[src/logic/wsbc_pkg.sv]
// Purpose: Shared constants for the wait-state bus controller
// Assumes: Controller clock is the double-rate clock (sys_clk)
// Notes: Wait counts are in double-rate clock periods
package wsbc_pkg;
  // Double-rate clock period in ps (66 MHz nominal, about 15 ns)
  localparam int CLK_PERIOD_PS = 15000;
  // Slow memory access time in ns
  localparam int SLOW_MEM_NS = 200;
  // Wait states demanded by a slow-memory read
  localparam logic [3:0] SLOW_MEM_WAITS = 4'h000E;
  // Wait states for an I/O read, I/O write, interrupt acknowledge
  localparam logic [3:0] IO_WAITS = 4'h0004;
  localparam logic [3:0] IRQ_ACK_STROBE_WAITS = 4'h0002;
  // Wait states for any other cycle
  localparam logic [3:0] DEFAULT_WAITS = 4'h0000;
  // Counter terminal value
  localparam logic [3:0] CNT_ZERO = 4'h0000;
  localparam logic [3:0] CNT_ONE = 4'h0001;
  // Cycle types from memory-or-io, write-or-read, data-or-control
  localparam logic [2:0] TYPE_IRQ_ACK_STROBE = 3'h0;
  localparam logic [2:0] TYPE_IO_RD = 3'h2;
  localparam logic [2:0] TYPE_IO_WR = 3'h3;
  localparam logic [2:0] TYPE_MEM_RD = 3'h6;
  typedef enum logic [1:0] {WSBC_IDLE, WSBC_ACTIVE, WSBC_PIPE} wsbc_state_t;
endpackage

[src/logic/wsbc_top.sv]
// Purpose: Wait-state bus controller between a 32-bit processor and its peripherals
// Assumes: sys_clk is the double-rate clock; all inputs synchronous to it
// Notes: Strobes, ready and transceiver enable are registered outputs
// What this block does
// RULE1: Follow every bus cycle and hold ready_n high while wait states are needed.
// RULE2: A slow-memory read gets exactly 14 wait states before ready is returned.
// RULE3: Decode I/O read, I/O write and interrupt-acknowledge strobes from the status inputs.
// RULE4: Drive the active-low transceiver enable; direction comes from the write-or-read line.
// RULE5: Assert peripheral strobes before the first bus clock period of a cycle ends.
// RULE6: All logic runs on the double-rate clock so waits count in about 15 ns steps.
// RULE7: Cycle type comes from memory-or-io, write-or-read, data-or-control; address top bit picks slow memory.
// RULE8: The processor starts each cycle by driving ads_n low and tracking starts there.
// RULE9: An asserted next_addr_req_n disables the controller and no wait states are inserted; the code still tracks the cycle and decodes strobes.
// RULE10: On next_addr_req_n the processor presents the next address early.
// RULE11: While dyn_mem_ready_n is high ready_n stays high; when low the processor may proceed.
// RULE12: A toggle flip-flop on the double-rate clock makes a half-rate phase clock.
// RULE13: Reset puts every register in its idle state.
// RULE14: A loadable 4-bit counter counts waits; when done its delay output drops and ready is released.
// RULE15: From idle the tracker goes active when ads_n is low while the phase clock is high.
// RULE16: The counter is preloaded at cycle start from cycle type and address top bit.
`timescale 1ns/1ps
module wsbc_top #(
  parameter logic [3:0] SLOW_WAITS = wsbc_pkg::SLOW_MEM_WAITS
) (
  input wire logic sys_clk,
  input wire logic srst,
  input wire logic ads_n,
  input wire logic mem_io,
  input wire logic wr_rd,
  input wire logic data_ctl,
  input wire logic addr_top_bit,
  input wire logic next_addr_req_n,
  input wire logic dyn_mem_ready_n,
  output logic ready_n,
  output logic io_read_strobe,
  output logic io_write_strobe,
  output logic irq_ack_strobe,
  output logic xcvr_enable_n,
  output logic phase_clk,
  output logic cycle_active_n
);

  wsbc_pkg::wsbc_state_t state_q;
  logic [3:0] wait_q;
  logic delay_q;
  logic [2:0] ctype;
  logic start;
  logic done;
  logic bypass;

  // Preload count from cycle type and memory region
  function automatic logic [3:0] wsbc_waits(input logic [2:0] t, input logic top);
    if (t == wsbc_pkg::TYPE_MEM_RD && top)
      wsbc_waits = SLOW_WAITS;
    else if (t == wsbc_pkg::TYPE_IO_RD || t == wsbc_pkg::TYPE_IO_WR)
      wsbc_waits = wsbc_pkg::IO_WAITS;
    else if (t == wsbc_pkg::TYPE_IRQ_ACK_STROBE)
      wsbc_waits = wsbc_pkg::IRQ_ACK_STROBE_WAITS;
    else
      wsbc_waits = wsbc_pkg::DEFAULT_WAITS;
  endfunction

  // Cycle decode and handshake terms
  assign ctype = {mem_io, wr_rd, data_ctl}; // [RULE7]
  assign bypass = !next_addr_req_n; // Pipelined systems gain nothing from waits [RULE9]
  assign start = (state_q == wsbc_pkg::WSBC_IDLE) && !ads_n && phase_clk; // [RULE8] [RULE15]
  assign done = (state_q == wsbc_pkg::WSBC_ACTIVE) && !ready_n && phase_clk;

  // Half-rate phase clock tracking processor clock [RULE12] [RULE6]
  always_ff @(posedge sys_clk)
  begin
    if (srst)
      phase_clk <= 1'b0; // [RULE13]
    else
      phase_clk <= !phase_clk;
  end

  // Bus tracking state machine
  always_ff @(posedge sys_clk)
  begin
    if (srst)
      state_q <= wsbc_pkg::WSBC_IDLE; // [RULE13]
    else
    begin
      case (state_q)
        wsbc_pkg::WSBC_IDLE:
        begin
          if (start)
            state_q <= wsbc_pkg::WSBC_ACTIVE; // [RULE15]
        end
        wsbc_pkg::WSBC_ACTIVE:
        begin
          if (done && ads_n)
            state_q <= wsbc_pkg::WSBC_IDLE;
          else if (done)
            state_q <= wsbc_pkg::WSBC_PIPE;
        end
        wsbc_pkg::WSBC_PIPE:
        begin
          if (phase_clk)
            state_q <= wsbc_pkg::WSBC_ACTIVE;
        end
        default:
          state_q <= wsbc_pkg::WSBC_IDLE;
      endcase
    end
  end

  // Cycle-active output, low from a start in idle until the first done
  always_ff @(posedge sys_clk)
  begin
    if (srst)
      cycle_active_n <= 1'b1;
    else if (start)
      cycle_active_n <= 1'b0; // [RULE15]
    else if (done)
      cycle_active_n <= 1'b1;
  end

  // Loadable 4-bit wait counter; delay_q high while waits remain [RULE14]
  always_ff @(posedge sys_clk)
  begin
    if (srst)
    begin
      wait_q <= wsbc_pkg::CNT_ZERO;
      delay_q <= 1'b0;
    end
    else if (start)
    begin
      wait_q <= bypass ? wsbc_pkg::CNT_ZERO : wsbc_waits(ctype, addr_top_bit); // [RULE16] [RULE2] [RULE9]
      delay_q <= !bypass && (wsbc_waits(ctype, addr_top_bit) != wsbc_pkg::CNT_ZERO);
    end
    else if (wait_q != wsbc_pkg::CNT_ZERO)
    begin
      wait_q <= wait_q - wsbc_pkg::CNT_ONE; // One step per double-rate period [RULE6]
      delay_q <= (wait_q != wsbc_pkg::CNT_ONE);
    end
    else
      delay_q <= 1'b0;
  end

  // Ready held high through waits and while dynamic memory is busy [RULE1] [RULE11]
  always_ff @(posedge sys_clk)
  begin
    if (srst)
      ready_n <= 1'b1;
    else if (state_q == wsbc_pkg::WSBC_ACTIVE && !start && !done)
      ready_n <= delay_q || (wait_q != wsbc_pkg::CNT_ZERO) || dyn_mem_ready_n; // [RULE14]
    else
      ready_n <= 1'b1;
  end

  // Peripheral strobes set the edge after cycle start, inside the first bus period [RULE3] [RULE5]
  always_ff @(posedge sys_clk)
  begin
    if (srst)
    begin
      io_read_strobe <= 1'b0;
      io_write_strobe <= 1'b0;
      irq_ack_strobe <= 1'b0;
    end
    else if (start)
    begin
      io_read_strobe <= (ctype == wsbc_pkg::TYPE_IO_RD);
      io_write_strobe <= (ctype == wsbc_pkg::TYPE_IO_WR);
      irq_ack_strobe <= (ctype == wsbc_pkg::TYPE_IRQ_ACK_STROBE);
    end
    else if (done)
    begin
      io_read_strobe <= 1'b0;
      io_write_strobe <= 1'b0;
      irq_ack_strobe <= 1'b0;
    end
  end

  // Transceiver enable; external direction follows wr_rd directly [RULE4]
  always_ff @(posedge sys_clk)
  begin
    if (srst)
      xcvr_enable_n <= 1'b1;
    else if (start && next_addr_req_n)
      xcvr_enable_n <= 1'b0;
    else if (done || state_q == wsbc_pkg::WSBC_IDLE)
      xcvr_enable_n <= 1'b1;
  end
endmodule

[config.mk]
export PLATFORM = sky130hd
export DESIGN_NAME = wsbc_top
export DESIGN_NICKNAME = d
export VERILOG_FILES = /design/src/logic/wsbc_pkg.sv /design/src/logic/wsbc_top.sv
export SDC_FILE = /design/constraint.sdc
export NUM_CORES = 1
export LEC_CHECK = 0
export ABC_AREA = 1
export BUFFER_PORTS_ARGS = -buffer_cell sky130_fd_sc_hd__buf_2
export CAP_MARGIN = 25
export CORE_MARGIN = 4
export CORE_UTILIZATION = 51
export CTS_CLUSTER_DIAMETER = 30
export CTS_CLUSTER_SIZE = 28
export DETAILED_ROUTE_END_ITERATION = 10
export GPL_ROUTABILITY_DRIVEN = 0
export GPL_TIMING_DRIVEN = 0
export PLACE_DENSITY = 0.75
export SYNTH_ARGS = -nofsm -noshare
export SYNTH_HDL_FRONTEND = slang
export SYNTH_SLANG_ARGS = --single-unit
[constraint.sdc]
create_clock -name sys_clk -period 1.4 [get_ports sys_clk]
set_input_delay 0.42 -clock sys_clk [delete_from_list [all_inputs] [get_ports sys_clk]]
set_output_delay 0.42 -clock sys_clk [all_outputs]
set_load 0.02 [all_outputs]
; ---- After elaboration in Yosys (flattened, before gate mapping)
; Index checks and enable logic that the tools add are counted.
[word_totals]
regBits = 14
inputBits = 9
word_cells = 72
[classes]
n_addsub = 1
n_eq_ne = 9
mux = 23
n_bitwise = 1
reduce_logical = 28
[op_table]
columns = operator, count
row1 = 2-to-1 mux 4 bit, 6
row2 = logical AND 1 bit, 10
row3 = 2-to-1 mux 1 bit, 10
row4 = 2-to-1 mux 2 bit, 5
row5 = nonzero test 4 bit, 2
row6 = "equality test 3 x 2 -> 1 bit, second input constant", 2
row7 = case mux 2 bit (3 select lines), 1
row8 = nonzero test 2 bit, 3
row9 = zero test 1 bit, 5
row10 = logical OR 1 bit, 4
row11 = "!= test 2 bit, second input constant", 2
row12 = "!= test 4 x 1 -> 1 bit, second input constant", 1
row13 = "subtractor 4 x 1 -> 4 bit, second input constant", 1
row14 = "equality test 3 bit, second input constant", 1
row15 = zero test 3 bit, 1
row16 = 2-to-1 mux 3 bit, 1
row17 = "!= test 3 bit, second input constant", 1
row18 = AND reduction 3 bit, 1
row19 = "equality test 2 x 1 -> 1 bit, second input constant", 1
row20 = "equality test 2 bit, second input constant", 1
row21 = zero test 2 bit, 1
row22 = OR reduction 2 bit, 1
row23 = inverter 1 bit, 1

; ---- Depth between registers and ports, before layout
; Gate-level depths: netlist of the first run.
[depth]
ltp_word = 9
depth_mapped = 7
ltp_nobuf = 7

; ---- Worst setup path before layout of the first run
; Ideal clock, no wire load.
[synth_timing]
kind = register -> register
startpoint = reg phase_clk
endpoint = reg state_q[0]
arrival_ns = 1.076
required_time_ns = 1.274
path_slack_ns = 0.198
stages_incl_launch_ff = 8
path_buffers = 0
path_cell_list = dfxtp_1 -> inv_1 -> nor2_1 -> nand2_2 -> nand2_1 -> inv_1 -> a21oi_2 -> nor2_1
[synth_via]
elab_chain_cells = 4
elab_cells_between_ends = 9
[synth_lines]
columns = element, line
row1 = "start, declared", wsbc_top.sv:39  ; output logic phase_clk,
row2 = "start signal, assigned", wsbc_top.sv:75  ; phase_clk <= !phase_clk;
row3 = logical AND 1 bit, wsbc_top.sv:67  ; assign done = (state_q == wsbc_pkg::WSBC_ACTIVE) && !ready_n && phase_clk;
row4 = logical AND 1 bit, wsbc_top.sv:93  ; if (done && ads_n)
row5 = != test 3 bit (no source line) / 2-to-1 mux 2 bit (equally long branches), n/a
row6 = AND reduction 3 bit (no source line) / case mux 2 bit (3 select lines) (equally long branches), n/a
row7 = "end signal, assigned", wsbc_top.sv:94  ; state_q <= wsbc_pkg::WSBC_IDLE;
row8 = "end signal, assigned", wsbc_top.sv:96  ; state_q <= wsbc_pkg::WSBC_PIPE;
row9 = "end signal, assigned", wsbc_top.sv:101  ; state_q <= wsbc_pkg::WSBC_ACTIVE;
row10 = "end, declared", wsbc_top.sv:43  ; wsbc_pkg::wsbc_state_t state_q;
; Parallel ways exist; a longest one is shown, timed or not.
; A chain may end at the register's enable or synchronous reset.

; ---- Final worst setup path of the first run
[layout_timing]
startpoint = reg phase_clk
endpoint = out phase_clk
; No word-level cell between the ends.

==> out/summary.log, run 1 <==
qor: clock_tree.cts_repair_resize_count 0
qor: timing.timing.max_slew.rel_slack 0.754
qor: floorplan.die_h 46.2 um
qor: finish.commonest_non_fill_non_tap_cell_in_the_layout nand3_1
qor: yosys.post_synth_main_area_contributors dfxtp_1 38%, nand3_1 13%, nand2_1 8.1%
qor: pwr.net-switching-power 510 uW
qor: pwr.share_of_power_burned_in_the_clock_network 0.217
qor: critical_path.critical_path.max_stage_delay 420 ps
qor: critical_path.critical_path.n_buffers_inverters 1
qor: yosys.synth_enable_flop_cells 0
qor: pwr.power.ir.vdd_worst 0.849 mV
qor: clock_tree.clk_pin_slew 90 ps
qor: place.hpwl_dp 1.10 mm
qor: finish.fill_cells 128
qor: floorplan.floorplan.die_area 2130 um2
qor: critical_path.worst-path-max-fanout 4
qor: yosys.mappedNetlistNets 114
qor: critical_path.path_class reg2out
qor: timing.finalMaxSlewViolations 0
qor: timing.worst_pin_slew 369 ps
qor: global_routing.grt_max_degree 11
qor: clock_tree.hold_buffers 0
qor: yosys.netlist.area_leader.share 0.377
qor: detailed_routing.routed_wire_length_per_instance 10.3 um
qor: timing.unrepaired_setup_endpoints_after_global_routing false
qor: floorplan.floorplan.initialDensity 0.557
qor: critical_path.required 980 ps
qor: yosys.synth_cell_type_count 22
qor: critical_path.cpLargestDelayFamily flip-flops
qor: clock_tree.cts_tree yes
qor: pwr.switching_share 0.374
qor: clock_tree.clkLatencyLatePin 280 ps
qor: run_status.status completed
qor: floorplan.placement_rows 13
qor: clock_tree.cts_made_buffers 3
qor: finish.finalNetCount 133
qor: detailed_routing.routed-via-count 678
qor: yosys.synth_area_leader_cell dfxtp_1
qor: global_routing.first_global_vias 546
qor: clock_tree.ctsHtreeMaxLevel 1
qor: timing.finalSetupViolations 0
qor: clock_tree.tritoncts_num_sinks 14
qor: floorplan.chipWidth 46.2 um
qor: place.place.port_buffers 14
qor: yosys.postSynth.topFlopCell dfxtp_1
qor: critical_path.type_of_destination_of_the_critical_path output pin
qor: clock_tree.post_cts_buffers 0
qor: timing.timing.final.hold_violations 0
qor: timing.period_minus_slack 1310 ps
qor: global_routing.grt_first_pass_wirelength 2.27 mm
qor: floorplan.core_area 1330 um2
qor: timing.timing.clock.skew 4.61 ps
qor: detailed_routing.first_pass_iters 4
qor: finish.post_layout_nonfiller_instances 135
qor: pwr.leakage 0.000429 uW
qor: global_routing.gr-total-overflow 0
qor: place.dp_cells 131
qor: pwr.power.share.combinational 0.399
qor: flow_run.drv.max_cap_violation_count 0
qor: critical_path.worst_ep_arrival_time 890 ps
qor: finish.num_antenna_cells 0
qor: hold_path.hp_class in2reg
qor: timing.fin_tns_setup 0 ps
qor: timing.timing.hold.ws 358 ps
qor: clock_tree.clockBufferDepth 2
qor: pwr.power_density 1570 nW/um2
qor: detailed_routing.routed_wirelength 1.39 mm
qor: detailed_routing.initial_drc_count 20
qor: detailed_routing.drt.antenna.violating_nets 0
qor: yosys.ys_warn_count 0
qor: global_routing.antenna_found_initial 0
qor: finish.syn2layout_area_growth 16.8%
qor: finish.mostFrequentLayoutCells 19 x nand3_1, 16 x nand2_1, 15 x inv_1, 14 x dfxtp_1, 14 x buf_2
qor: critical_path.critical_path.cell_chain buf_2
qor: timing.maxClockFrequency 0.762 GHz
qor: yosys.synthesis.area 743 um2
qor: yosys.postSynthAreaPerCell 7.29 um2
qor: floorplan.ios 16
qor: critical_path.cp_slowest_cell dfxtp_1
qor: pwr.power_report.internal_total 852 uW
qor: timing.final_min_period_over_clock_period 0.938
qor: critical_path.critPathLaunchType flop
qor: detailed_routing.drt_drc_violations_left 0
qor: global_routing.gr-usage-all-layers 0.151
qor: clock_tree.clockRootBuffer clkbuf_4
qor: pwr.share_seq_of_total_power 0.384
qor: yosys.asyncSetResetFlopFracSynth 0
qor: yosys.synth.yosys.seq_area_share 0.377
qor: yosys.synth-seq-cells 14
qor: detailed_routing.vias_per_cell 5.02
qor: yosys.netlist_instances 102
qor: finish.ratio_of_cells_with_drive_above_1_in_the_final_layout 0.250
-- kinds of logic after synthesis --
| kind of cell | synth area share |
|---|---|
| AOI/OAI and AO/OA | 0.103 |
| xor gates and xnor gates | 0.0118 |
| adders and majority gates | 0.0505 |
| buffers and inverters | 0.106 |
| DFF | 0.377 |
| and+or+nand+nor | 0.352 |
-- tightest hold or removal path: stages --
cell     delay, ps
buf_2           80
nor3_1          40
nand3_1         70
-- sequential cells by signal, indices dropped and copies added, names as in the netlist --
name	flops
wait_q	4
state_q	2
cycle_active_n	1
delay_q	1
io_read_strobe	1
io_write_strobe	1
irq_ack_strobe	1
phase_clk	1
ready_n	1
xcvr_enable_n	1
-- power by group through the flow --
stage / Combinational [uW] / Sequential (uW) / Clock (uW)
6_report: 544 / 523 / 295
5_1_grt: 611 / 535 / 320
4_1_cts: 544 / 523 / 300
3_5_place_dp: 538 / 533 / 0
3_3_place_gp: 529 / 530 / 0
2_1_floorplan: 433 / 539 / 0
-- cell type report --
type | count | area (um2) | share of cell area
Sequential cell | 14 | 280 | 0.323
Buffer | 2 | 15.0 | 0.0173
Multi-Input combinational cell | 69 | 384 | 0.442
Timing Repair Buffer | 14 | 70.1 | 0.0807
Tap cell | 15 | 18.8 | 0.0216
Clock buffer | 4 | 36.3 | 0.0418
Inverter | 17 | 63.8 | 0.0735
-- cell usage after synthesis (2+ instances only) --
library cell / n
o21ai_0: 2
ha_1: 3
nand4_1: 2
nand3_1: 19
nor2_1: 7
inv_2: 2
a21oi_2: 3
nand2_1: 16
dfxtp_1: 14
a21oi_1: 7
inv_1: 15
nor3_1: 2
-- routing by layer --
metal,GRT usage,part of all wire
met1,0.213,0.53
met2,0.195,0.40
met3,0.0508,0.065
met4,0.0852,0.011
met5,0,0
-- stage by stage --
stage	util	total power, uW	instance area (um2)	setup WS, ps
final	0.651	1360	868	86.9
after global routing	0.651	1470	868	34.1
after CTS	0.651	1370	868	71.6
after detailed placement	0.624	1070	832	131
after global placement	0.624	1060	832	151
after floorplan	-	971	743	198
-- worst paths after layout --
check | to | startpoint | depth (start not counted) | slack (ps)
max | phase_clk | phase_clk$_SDFF_PP0_ | 1 | 90
min | ready_n$_SDFF_PP1_ | dyn_mem_ready_n | 3 | 360
max reg2reg | wait_q[1]$_SDFFE_PP0P_ | wait_q[0]$_SDFFE_PP0P_ | 6 | 120
min reg2reg | ready_n$_SDFF_PP1_ | delay_q$_SDFF_PP0_ | 2 | 460
Note: power is estimated with default switching activity, not from simulation.
==> inputs of run 2 (changes only) <==
--- a/config.mk
+++ b/config.mk
@@ -15,7 +15,7 @@
 export DETAILED_ROUTE_END_ITERATION = 10
 export GPL_ROUTABILITY_DRIVEN = 0
 export GPL_TIMING_DRIVEN = 0
-export PLACE_DENSITY = 0.75
+export PLACE_DENSITY = 0.72
 export SYNTH_ARGS = -nofsm -noshare
 export SYNTH_HDL_FRONTEND = slang
 export SYNTH_SLANG_ARGS = --single-unit
==> constraint.sdc (replaced) <==
create_clock -name sys_clk -period 1.4 [get_ports sys_clk]
set_input_delay 0.42 -clock sys_clk [delete_from_list [all_inputs] [get_ports sys_clk]]
set_output_delay 0.42 -clock sys_clk [all_outputs]
set_load 0.05 [all_outputs]
==> run 2 against run 1 <==
  * Clock power shrank 2%
  * Sequential power up 1%
  * Via count rose by 4.0%
  * Critical path depth unchanged
  * Die area did not move
  * Sequential cell count is the same
  * Clock skew is 1.6 ps lower
  * Final area up 0.14%
  * Wire length up 8.9%
  * Hold slack worse by 2.2 ps
  * Largest cell class unchanged
  * Largest power group unchanged
  * Highest routed layer unchanged
==> out/summary.log, run 2 (same netlist as run 1, synthesis figures left out) <==
qor: pwr.total_power 1400 uW
qor: timing.period_minus_slack 1340 ps
qor: timing.timing.hold.ws 356 ps
qor: finish.number_of_flip_flops_under_the_largest_register_name 4
qor: global_routing.antenna_found_initial 0
qor: pwr.power.ir.vdd_worst 0.728 mV
qor: global_routing.first_global_vias 596
qor: finish.mostFrequentLayoutCells 19 x nand3_1, 16 x nand2_1, 15 x inv_1, 14 x buf_2, 13 x dfxtp_1
qor: floorplan.placement_rows 13
qor: finish.top_reg_by_flops wait_q
qor: detailed_routing.routed_wirelength 1.52 mm
qor: clock_tree.tritoncts_num_sinks 14
qor: global_routing.grt_first_pass_wirelength 2.59 mm
qor: clock_tree.cts_made_buffers 3
qor: detailed_routing.first_pass_iters 4
qor: critical_path.cp_slowest_cell dfxtp_2
qor: detailed_routing.drt_drc_violations_left 0
qor: floorplan.floorplan.initialDensity 0.557
qor: critical_path.critical_path.max_stage_delay 380 ps
qor: timing.timing.final.hold_violations 0
qor: place.placed_cell_area 833 um2
qor: detailed_routing.vias_per_cell 5.22
qor: detailed_routing.initial_drc_count 12
qor: place.hpwl_dp 1.18 mm
qor: timing.unrepaired_setup_endpoints_after_global_routing false
qor: finish.finalNetCount 133
qor: critical_path.path_depth 1
qor: clock_tree.hold_buffers 0
qor: timing.maxClockFrequency 0.745 GHz
qor: critical_path.r2r.worst_path.cells 6
qor: clock_tree.ctsHtreeMaxLevel 1
qor: timing.fin_tns_setup 0 ps
qor: global_routing.grt_max_degree 11
qor: clock_tree.cts_tree yes
qor: floorplan.chipWidth 46.2 um
qor: critical_path.type_of_destination_of_the_critical_path output pin
qor: critical_path.required 980 ps
qor: critical_path.cpLargestDelayFamily flip-flops
qor: floorplan.floorplan.die_area 2130 um2
qor: finish.commonest_non_fill_non_tap_cell_in_the_layout nand3_1
qor: pwr.leakage 0.000429 uW
qor: place.place.port_buffers 14
qor: timing.finalSetupViolations 0
qor: clock_tree.clkLatencyLatePin 270 ps
qor: critical_path.critical_path.cell_chain buf_2
qor: finish.ratio_of_cells_with_drive_above_1_in_the_final_layout 0.258
qor: finish.largestRegisters wait_q x4, state_q x2
qor: finish.layout.cell_area.non_filler 870 um2
qor: floorplan.core_area 1330 um2
qor: floorplan.ios 16
qor: flow_run.drv.max_cap_violation_count 0
qor: critical_path.critical_path.n_buffers_inverters 1
qor: global_routing.gr-total-overflow 0
qor: detailed_routing.routed_wire_length_per_instance 11.2 um
qor: detailed_routing.routed-via-count 705
qor: timing.timing.max_slew.rel_slack 0.773
qor: critical_path.path_class reg2out
qor: clock_tree.clockRootBuffer clkbuf_4
qor: timing.worst_pin_slew 341 ps
qor: timing.finalMaxSlewViolations 0
qor: finish.fill_cells 130
qor: pwr.power_density 1610 nW/um2
qor: timing.final_min_period_over_clock_period 0.959
qor: hold_path.hp_class in2reg
qor: hold_path.hold_depth 3
qor: floorplan.die_h 46.2 um
qor: detailed_routing.drt.antenna.violating_nets 0
qor: finish.num_antenna_cells 0
qor: finish.syn2layout_area_growth 17.0%
qor: run_status.status completed
qor: global_routing.gr-usage-all-layers 0.171
qor: critical_path.critPathLaunchType flop
qor: timing.timing.clock.skew 3.02 ps
qor: clock_tree.clockBufferDepth 2
qor: clock_tree.clk_pin_slew 80 ps
qor: clock_tree.post_cts_buffers 0
qor: critical_path.worst-path-max-fanout 4
qor: critical_path.worst_ep_arrival_time 920 ps
## run 2: timing repair
action	4_1_cts	5_1_grt
gates resized for setup	0	1
hold endpoints to repair	0	0
endpoints found under the setup margin	0	1
## run 2: path summary, 6_finish.rpt
check	start	endpoint	slack, ps
min reg2reg	phase_clk$_SDFF_PP0_	phase_clk$_SDFF_PP0_	460
min	dyn_mem_ready_n	ready_n$_SDFF_PP1_	360
max reg2reg	wait_q[0]$_SDFFE_PP0P_	wait_q[1]$_SDFFE_PP0P_	150
max	phase_clk$_SDFF_PP0_	phase_clk	60
## run 2: final cells by class
| class | count | area [um2] | share of cell area |
|---|---|---|---|
| buffer | 2 | 15.0 | 0.0173 |
| clock buffer | 4 | 36.3 | 0.0417 |
| inverter | 17 | 63.8 | 0.0734 |
| multi-input combinational | 69 | 384 | 0.442 |
| sequential | 14 | 282 | 0.324 |
| tap | 15 | 18.8 | 0.0216 |
| timing repair buffer | 14 | 70.1 | 0.0806 |
## run 2: per-layer routing
layer / GRT usage / routed length [um] / vias to the layer above
met5: 0 / 0 / -
met1: 0.233 / 707 / 315
met2: 0.255 / 697 / 18
li1: - / - / 366
met4: 0.0682 / 34 / 0
met3: 0.0391 / 77 / 6
## run 2: worst reg2reg max path, delay by kind of cell, from the launching register on
family	cells	cell delay, ps
compound gates	2	210
fa+ha+maj	1	220
flops	1	340
buf+inv	2	220
simple gates	1	160
## run 2: per-stage QoR
| step | cells | util | setup slack (ps) |
|---|---|---|---|
| floorplan | 102 | - | 177 |
| global placement | 131 | 0.625 | 142 |
| detailed placement | 131 | 0.625 | 125 |
| CTS | 135 | 0.652 | 46.9 |
| global route | 135 | 0.652 | 0.364 |
| finish | 135 | 0.652 | 58.1 |
## run 2: power by group
group          internal [uW]  leakage (uW)  switching, uW
clock                    158     0.0000210            131
sequential               482      0.000115           45.7
combinational            214      0.000293            369
